### src/include/dpg_defines.svh
// register offsets, field positions, reset values for the dual gpio block
// assumes an 8-bit register port with a 3-bit word address
`ifndef DPG_DEFINES_SVH
`define DPG_DEFINES_SVH

`define DPG_AW           3
`define DPG_OFS_PD_PIN   3'h0
`define DPG_OFS_PD_LAT   3'h1
`define DPG_OFS_PD_DIR   3'h2
`define DPG_OFS_PE_PIN   3'h3
`define DPG_OFS_PE_LAT   3'h4
`define DPG_OFS_PE_DIR   3'h5
`define DPG_OFS_SLVCTL   3'h6
`define DPG_OFS_EXTMEM   3'h7

`define DPG_EXT_BUSOFF   7
`define DPG_SLV_INFULL   7
`define DPG_SLV_OUTFULL  6
`define DPG_SLV_INOVF    5
`define DPG_SLV_MODE     4
`define DPG_PE_RD_N      0
`define DPG_PE_WR_N      1
`define DPG_PE_CS_N      2
`define DPG_PE_CCP2      7

`define DPG_MEM_WMASK    8'hb3
`define DPG_RST_DIR      8'hff
`define DPG_RST_LAT      8'h00
`define DPG_RST_SLVCTL   8'h00
`define DPG_RST_EXTMEM   8'h00

`endif

### src/include/dpg_pkg.sv
// types shared by the dual gpio block
// assumes nothing beyond a SystemVerilog compiler
package dpg_pkg;

   typedef enum logic [1:0] {
      DPG_MODE_MCU,
      DPG_MODE_MPU,
      DPG_MODE_EXT_MCU
   } dpg_mem_mode_t;

   typedef struct packed {
      logic [7:0] dout;
      logic [7:0] oe;
   } dpg_drive_t;

   typedef struct packed {
      logic [15:0] ad_out;
      logic        oe;
   } dpg_bus_drive_t;

endpackage

### src/design/dpg_gpio.sv
// two 8-bit i/o ports shared with the muxed memory bus and slave port
// assumes pins and straps are asynchronous; bus controller on i_ref_clk
`include "dpg_defines.svh"
`timescale 1ns/1ps
`default_nettype none

module dpg_gpio
   import dpg_pkg::*;
(
   input  wire logic               i_ref_clk,
   input  wire logic               i_rst_n,
   input  wire logic [`DPG_AW-1:0] i_addr,
   input  wire logic [7:0]         i_wdata,
   input  wire logic               i_wr,
   input  wire logic               i_rd,
   output logic [7:0]              o_rdata,
   input  wire logic [7:0]         i_pd_pin,
   output dpg_drive_t              o_pd_drv,
   input  wire logic [7:0]         i_pe_pin,
   output dpg_drive_t              o_pe_drv,
   input  wire dpg_mem_mode_t      i_mem_mode,
   input  wire logic               i_capture_unit2_pin_select,
   input  wire dpg_bus_drive_t     i_bus,
   output logic [15:0]             o_bus_ad_in,
   input  wire logic               i_ccp2_out,
   input  wire logic               i_ccp2_oe,
   output logic                    o_ccp2_in,
   output logic                    o_pd_ttl_sel,
   output logic                    o_pe_ttl_sel
);

   // pin and strap synchronisers
   logic [7:0]    pd_s1_reg;
   logic [7:0]    pd_s2_reg;
   logic [7:0]    pe_s1_reg;
   logic [7:0]    pe_s2_reg;
   dpg_mem_mode_t mode_s1_reg;
   dpg_mem_mode_t mode_s2_reg;
   logic          cmx_s1_reg;
   logic          cmx_s2_reg;

   always_ff @(posedge i_ref_clk or negedge i_rst_n) begin
      if (!i_rst_n) begin
         pd_s1_reg   <= 8'h00;
         pd_s2_reg   <= 8'h00;
         pe_s1_reg   <= 8'hff;
         pe_s2_reg   <= 8'hff;
         mode_s1_reg <= DPG_MODE_MCU;
         mode_s2_reg <= DPG_MODE_MCU;
         cmx_s1_reg  <= 1'b1;
         cmx_s2_reg  <= 1'b1;
      end else begin
         pd_s1_reg   <= i_pd_pin;
         pd_s2_reg   <= pd_s1_reg;
         pe_s1_reg   <= i_pe_pin;
         pe_s2_reg   <= pe_s1_reg;
         mode_s1_reg <= i_mem_mode;
         mode_s2_reg <= mode_s1_reg;
         cmx_s1_reg  <= i_capture_unit2_pin_select;
         cmx_s2_reg  <= cmx_s1_reg;
      end
   end

   // software-visible state
   logic [7:0] lat_d_reg;
   logic [7:0] lat_d_next;
   logic [7:0] dir_d_reg;
   logic [7:0] dir_d_next;
   logic [7:0] lat_e_reg;
   logic [7:0] lat_e_next;
   logic [7:0] dir_e_reg;
   logic [7:0] dir_e_next;
   logic [7:0] extmem_reg;
   logic [7:0] extmem_next;
   logic       slv_mode_reg;
   logic       slv_mode_next;
   logic       in_full_reg;
   logic       in_full_next;
   logic       out_full_reg;
   logic       out_full_next;
   logic       in_ovf_reg;
   logic       in_ovf_next;
   logic [7:0] slv_in_reg;
   logic [7:0] slv_in_next;
   logic       wr_n_prev_reg;
   logic       rd_n_prev_reg;
   logic [7:0] rdata_next;

   // mode decode
   logic bus_off;
   logic is_mcu;
   logic ext_bus;
   logic slv_on;
   logic host_cs;
   logic host_rd;
   logic wr_end;
   logic rd_end;
   logic ccp_alt;

   always_comb begin
      bus_off = extmem_reg[`DPG_EXT_BUSOFF];
      is_mcu  = (mode_s2_reg == DPG_MODE_MCU);
      // bus owns both ports unless disabled or no external memory
      ext_bus = !bus_off && !is_mcu;
      slv_on  = is_mcu && slv_mode_reg;
      host_cs = slv_on && !pe_s2_reg[`DPG_PE_CS_N];
      host_rd = host_cs && !pe_s2_reg[`DPG_PE_RD_N];
      // capture at the trailing edge so the data have settled
      wr_end  = host_cs && pe_s2_reg[`DPG_PE_WR_N]
                && !wr_n_prev_reg;
      rd_end  = host_cs && pe_s2_reg[`DPG_PE_RD_N] && !rd_n_prev_reg;
      ccp_alt = is_mcu && !cmx_s2_reg;
   end

   // register writes, flags and read mux
   always_comb begin
      lat_d_next    = lat_d_reg;
      dir_d_next    = dir_d_reg;
      lat_e_next    = lat_e_reg;
      dir_e_next    = dir_e_reg;
      extmem_next   = extmem_reg;
      slv_mode_next = slv_mode_reg;
      in_full_next  = in_full_reg;
      out_full_next = out_full_reg;
      in_ovf_next   = in_ovf_reg;
      slv_in_next   = slv_in_reg;
      rdata_next    = 8'h00;
      if (i_wr) begin
         case (i_addr)
            `DPG_OFS_PD_PIN,
            `DPG_OFS_PD_LAT: begin
               lat_d_next = i_wdata;
               if (slv_on) begin
                  out_full_next = 1'b1;
               end
            end
            `DPG_OFS_PD_DIR: dir_d_next = i_wdata;
            `DPG_OFS_PE_PIN,
            `DPG_OFS_PE_LAT: lat_e_next = i_wdata;
            `DPG_OFS_PE_DIR: dir_e_next = i_wdata;
            `DPG_OFS_SLVCTL: begin
               slv_mode_next = i_wdata[`DPG_SLV_MODE];
               // overflow clears only by writing zero
               in_ovf_next = in_ovf_reg & i_wdata[`DPG_SLV_INOVF];
            end
            `DPG_OFS_EXTMEM: extmem_next = i_wdata & `DPG_MEM_WMASK;
            default: ;
         endcase
      end
      if (i_rd) begin
         case (i_addr)
            `DPG_OFS_PD_PIN: begin
               if (slv_on) begin
                  rdata_next   = slv_in_reg;
                  in_full_next = 1'b0;
               end else begin
                  rdata_next = pd_s2_reg;
               end
            end
            `DPG_OFS_PD_LAT: rdata_next = lat_d_reg;
            `DPG_OFS_PD_DIR: rdata_next = dir_d_reg;
            `DPG_OFS_PE_PIN: rdata_next = pe_s2_reg;
            `DPG_OFS_PE_LAT: rdata_next = lat_e_reg;
            `DPG_OFS_PE_DIR: rdata_next = dir_e_reg;
            `DPG_OFS_SLVCTL: rdata_next = {in_full_reg, out_full_reg,
                                           in_ovf_reg, slv_mode_reg, 4'h0};
            `DPG_OFS_EXTMEM: rdata_next = extmem_reg;
            default:         rdata_next = 8'h00;
         endcase
      end
      // host events after software so a set beats a same-cycle clear
      if (wr_end) begin
         slv_in_next  = pd_s2_reg;
         in_full_next = 1'b1;
         if (in_full_reg) begin
            in_ovf_next = 1'b1;
         end
      end
      if (rd_end && !(i_wr && slv_on &&
          (i_addr == `DPG_OFS_PD_PIN || i_addr == `DPG_OFS_PD_LAT))) begin
         out_full_next = 1'b0;
      end
   end

   // pin drive and status outputs
   dpg_drive_t pd_next;
   dpg_drive_t pe_next;
   logic       ttl_next;

   always_comb begin
      // stored direction is never touched here, only the drive
      if (ext_bus) begin
         pd_next.dout = i_bus.ad_out[7:0];
         pd_next.oe   = {8{i_bus.oe}};
      end else if (slv_on) begin
         pd_next.dout = lat_d_reg;
         pd_next.oe   = host_rd ? 8'hff : 8'h00;
      end else begin
         pd_next.dout = lat_d_reg;
         pd_next.oe   = ~dir_d_reg;
      end
      if (ext_bus) begin
         pe_next.dout = i_bus.ad_out[15:8];
         pe_next.oe   = {8{i_bus.oe}};
      end else begin
         pe_next.dout = lat_e_reg;
         pe_next.oe   = ~dir_e_reg;
         if (slv_on) begin
            // forces e2..e0 to inputs whatever the stored directions are
            pe_next.oe[2:0] = 3'h0;
         end
         if (ccp_alt) begin
            pe_next.dout[`DPG_PE_CCP2] = i_ccp2_out;
            pe_next.oe[`DPG_PE_CCP2]   = i_ccp2_oe;
         end
      end
      ttl_next = ext_bus || slv_on;
   end

   always_ff @(posedge i_ref_clk or negedge i_rst_n) begin
      if (!i_rst_n) begin
         lat_d_reg     <= `DPG_RST_LAT;
         dir_d_reg     <= `DPG_RST_DIR;
         lat_e_reg     <= `DPG_RST_LAT;
         dir_e_reg     <= `DPG_RST_DIR;
         extmem_reg    <= `DPG_RST_EXTMEM;
         slv_mode_reg  <= 1'b0;
         in_full_reg   <= 1'b0;
         out_full_reg  <= 1'b0;
         in_ovf_reg    <= 1'b0;
         slv_in_reg    <= 8'h00;
         wr_n_prev_reg <= 1'b1;
         rd_n_prev_reg <= 1'b1;
         o_rdata       <= 8'h00;
         o_pd_drv      <= '0;
         o_pe_drv      <= '0;
         o_pd_ttl_sel  <= 1'b0;
         o_pe_ttl_sel  <= 1'b0;
         o_bus_ad_in   <= 16'h0000;
         o_ccp2_in     <= 1'b0;
      end else begin
         lat_d_reg     <= lat_d_next;
         dir_d_reg     <= dir_d_next;
         lat_e_reg     <= lat_e_next;
         dir_e_reg     <= dir_e_next;
         extmem_reg    <= extmem_next;
         slv_mode_reg  <= slv_mode_next;
         in_full_reg   <= in_full_next;
         out_full_reg  <= out_full_next;
         in_ovf_reg    <= in_ovf_next;
         slv_in_reg    <= slv_in_next;
         wr_n_prev_reg <= pe_s2_reg[`DPG_PE_WR_N];
         rd_n_prev_reg <= pe_s2_reg[`DPG_PE_RD_N];
         o_rdata       <= rdata_next;
         o_pd_drv      <= pd_next;
         o_pe_drv      <= pe_next;
         o_pd_ttl_sel  <= ttl_next;
         o_pe_ttl_sel  <= ttl_next;
         o_bus_ad_in   <= {pe_s2_reg, pd_s2_reg};
         o_ccp2_in     <= pe_s2_reg[`DPG_PE_CCP2];
      end
   end
endmodule

`default_nettype wire

### config.mk
export PLATFORM = sky130hd
export DESIGN_NAME = dpg_gpio
export DESIGN_NICKNAME = d
export VERILOG_FILES = /design/src/include/dpg_pkg.sv /design/src/design/dpg_gpio.sv
export VERILOG_INCLUDE_DIRS = /design/src /design/src/include
export SDC_FILE = /design/constraint.sdc
export NUM_CORES = 1
export LEC_CHECK = 0
export BUFFER_PORTS_ARGS = -buffer_cell sky130_fd_sc_hd__buf_2
export CELL_PAD_IN_SITES_DETAIL_PLACEMENT = 1
export CELL_PAD_IN_SITES_GLOBAL_PLACEMENT = 1
export CORE_MARGIN = 5
export CORE_UTILIZATION = 40
export DETAILED_ROUTE_END_ITERATION = 8
export GPL_TIMING_DRIVEN = 0
export PLACE_DENSITY_LB_ADDON = 0.1
export SYNTH_ARGS = -nofsm -noshare
export SYNTH_HDL_FRONTEND = slang
export SYNTH_SLANG_ARGS = --single-unit
### constraint.sdc
create_clock -name i_ref_clk -period 2.3 [get_ports i_ref_clk]
set_input_delay 0.23 -clock i_ref_clk [delete_from_list [all_inputs] [get_ports i_ref_clk]]
set_output_delay 0.23 -clock i_ref_clk [all_outputs]
set_load 0.005 [all_outputs]
==> reports/results.ini <==
[status]
run_status=complete, no violations

[global_route]
grt_antenna_before_repair=0
total_routing_usage_reported_by_global_routing_pct=18.38
grt_first_pass_wirelength_um=22120
maximum_number_of_pins_on_one_net_before_global_route_repair=88
grt-ovfl-total=0
first_global_vias=3865

[yosys]
syn-instance-count=358
seq_area_frac_synth_pct=69.29
netlist-cell-type-count=43
synth_ff_type=dfrtp_1
synth_enable_flop_cells=0
yosys.area.top_type=dfrtp_1
synth-xor-area-share_pct=0
post_synth_fa_ha_maj_area_fraction_pct=0
synth-async-reset-ratio_pct=100.0
avgSynthCellArea_sq_um=14.91
synthesis_warnings=0
synth-seq-cells=146
post_syn_area_sq_mm=0.005338
area_share_of_the_leading_cell_type_in_the_synthesized_netlist_pct=51.57
synthesized_area_fraction_occupied_by_and_or_nand_nor_cells_pct=4.454
synth.area.top_cells=dfrtp_1, dfstp_2, mux2_2, o21ai_0, mux2_4
synth_top_family_by_area=multiplexers
synth_compound_area_share_pct=7.759
synth.area.mux_share_pct=16.55
syn_nets=411

[floorplanning]
chipHeight_um=125.5
start_util_pct=40.63
die_w_um=125.5
fp-row-count=42
design.portCount=112
core_region_area_sq_mm=0.01314
fp.dieArea_sq_mm=0.01575

[cells_and_area]
insertedDiodeCount=0
layout-drive-gt1-share_pct=48.56
fin_nets=561
num-fill-cells=1369
biggestRegsByFlops=o_bus_ad_in: 16 flops, o_pd_drv: 16 flops, o_pe_drv: 16 flops
multiInputGateArea_sq_mm=0.001535
area_growth_pct=31.04
post-route-util_pct=53.24
layout.area.seq_sq_mm=0.003699

[worst_setup_path]
path_class=flip-flop to flip-flop
timing.critical_path.arrival_ns=2.35
startpoint=slv_mode_reg
critical_path.max_fanout=10
cp.buffers_inverters=1
setup.worst_path.start_class=flip-flop
critical-path-max-stage-delay_ns=0.48
critical_path.slowest_cell=clkbuf_1
timing.critical_path.cells=or3b_1 > clkbuf_1 > mux2_2 > o21ai_0 > a31oi_1
regToRegStartpoint=slv_mode_reg
critical-path-top-delay-family=buffers and inverters
crit_required_ns=2.58
endpoint_kind=flip-flop

[power_and_ir_drop]
leakage_power_nw=3.192
power-per-cell-area_mw_per_mm2=1024
p_total_mw=7.163
irDropWorstVdd_mv=0.5469

[clocking]
htree_num_levels=4
tritoncts=done
clk_latency_ns=0.42
cts_root_buffer=clkbuf_16
cts.sinks=146
ctsLongestPathBuffers=2
post_cts_resize_count=0
numCtsBuffers=17
path_clk_slew_ns=0.06

[drt]
dr_total_vias=3438
initialDrtViolationCount=179
detail_route.drc_violations=0
firstDrtPassIters=4
post_drt_wl_per_cell_um=19.75
viasPerCell=4.933
wirelength_um=13770
ant_nets=0

[timing]
tightestPinTransition_ns=0.9489
final_period_minus_worst_setup_slack_ns=2.064
clock.fmax_mhz=484.5
maxSlewHeadroom_pct=36.32
timing.final.ws_setup_ns=0.2359
timing_hold_violations_final=0
clock_skew_ns=0.007832
final_report_setup_violation_count=0
final_slew_viol_count=0
unrepaired_setup_endpoints_after_global_routing=no
portion_of_the_clock_cycle_consumed_by_the_worst_path_in_the_final_layout_pct=89.74

[place]
post-place-ws_ns=0.1238
gp_congestion=0.7818
numPortBuffers=110
dp.final_hpwl_um=9289

[worst_hold_path]
hold_path.class=input pin to flip-flop
hold_start=i_bus[3]

[flow_run]
cap_viol_max_count=0

==> timing repair <==
action	in CTS	in global routing
setup buffers	0	0
hold endpoints to repair	63	0
hold buffers	20	0
==> cell type report <==
type                    count  share of cell area (%)
flip-flops and latches    146                   52.88
multi-input cells         189                   21.95
repair buffers            131                   11.22
clock buffers              19                   6.476
well taps                 176                   3.148
clock inverters            13                   2.844
plain buffers              18                   1.216
inverters                   5                  0.2683
==> cells in the final DEF, fill, tap and decap left out, types with 2 or more instances in the layout <==
master         netlist  final
o211ai_1             5      5
nand3_1              4      4
nand4_1              2      2
dfrtp_1            110    110
clkbuf_8             0      2
clkinv_4             0      4
buf_4                2      2
inv_1                5      5
nor3b_1              2      2
a21boi_0             3      3
a211oi_1             2      2
buf_6                1      2
nor2_1               4      4
a31oi_1              4      4
mux2i_1             11     11
o31a_1               2      2
clkinvlp_4           0      2
o21ai_0             35     35
buf_2                2    111
bufinv_16            0      4
a21oi_1              7      7
nand3b_1             2      2
nor3_1               4      4
dlygate4sd3_1        0     20
nor2b_1              3      3
clkbuf_1            12     12
clkbuf_16            0     17
mux2_2              58     58
nand2_1             14     14
a221o_1              2      2
inv_6                0      2
dfstp_2             36     36
and3_1               2      2
mux2_4               8      8
==> Yosys cell counts, types with 2 or more instances <==
master / count
o21ai_0: 35
mux2_4: 8
nand4_1: 2
a211oi_1: 2
dfrtp_1: 110
a31oi_1: 4
buf_4: 2
nand3b_1: 2
nor2b_1: 3
nor3_1: 4
mux2_2: 58
clkbuf_1: 12
o31a_1: 2
dfstp_2: 36
nor3b_1: 2
a221o_1: 2
nor2_1: 4
buf_2: 2
and3_1: 2
mux2i_1: 11
a21boi_0: 3
a21oi_1: 7
nand2_1: 14
o211ai_1: 5
inv_1: 5
nand3_1: 4
==> metrics by stage <==
| stage | hold WS [ns] | instance area, sq um | TNS [ns] | std cells |
|---|---|---|---|---|
| global route | 0.02264 | 6994 | 0 | 697 |
| global placement | 0.3339 | 6108 | -116.28 | 644 |
| detailed placement | 0.2502 | 6142 | 0 | 645 |
| floorplan | -0.06559 | 5338 | 0 | 358 |
| finish | 0.01858 | 6994 | 0 | 697 |
| CTS | 0.01055 | 6994 | 0 | 697 |
==> where the power goes <==
part           switching, mW  internal [mW]  leakage [nW]  total, mW
logic                  0.442          0.496          1.18      0.937
registers              0.207           3.02          1.69       3.22
clock network           1.11           1.89         0.312       3.00
total                   1.76           5.40          3.19       7.16
==> routing by layer <==
metal / global-route usage, % / wire, um / vias to the layer above
li1: - / - / 1574
met3: 5.032 / 668 / 18
met4: 6.314 / 209 / 0
met2: 30.49 / 6921 / 89
met1: 23.29 / 5968 / 1757
met5: 0 / 0 / -
==> logic make-up after synthesis <==
family                 Yosys count
buffers and inverters           23
and+or+nand+nor                 44
AOI/OAI and AO/OA               68
DFF                            146
muxes                           77
==> worst reg2reg max path: stages (launching register included) <==
cell,delay [ns]
dfrtp_1,0.43
or3b_1,0.24
clkbuf_1,0.48
mux2_2,0.41
o21ai_0,0.26
a31oi_1,0.11
==> worst paths after layout <==
check	endpoint	cells past startpoint	slack (ns)
max	o_rdata[7]	5	0.24
min	o_pd_drv[10]	3	0.02
max reg2reg	o_rdata[7]	5	0.24
min reg2reg	pd_s2_reg[6]	0	0.35
max in group asynchronous	pe_s1_reg[7]	3	1.11
min in group asynchronous	o_pd_drv[11]	2	0.35
No activity file was read; power rests on OpenSTA's default activity.
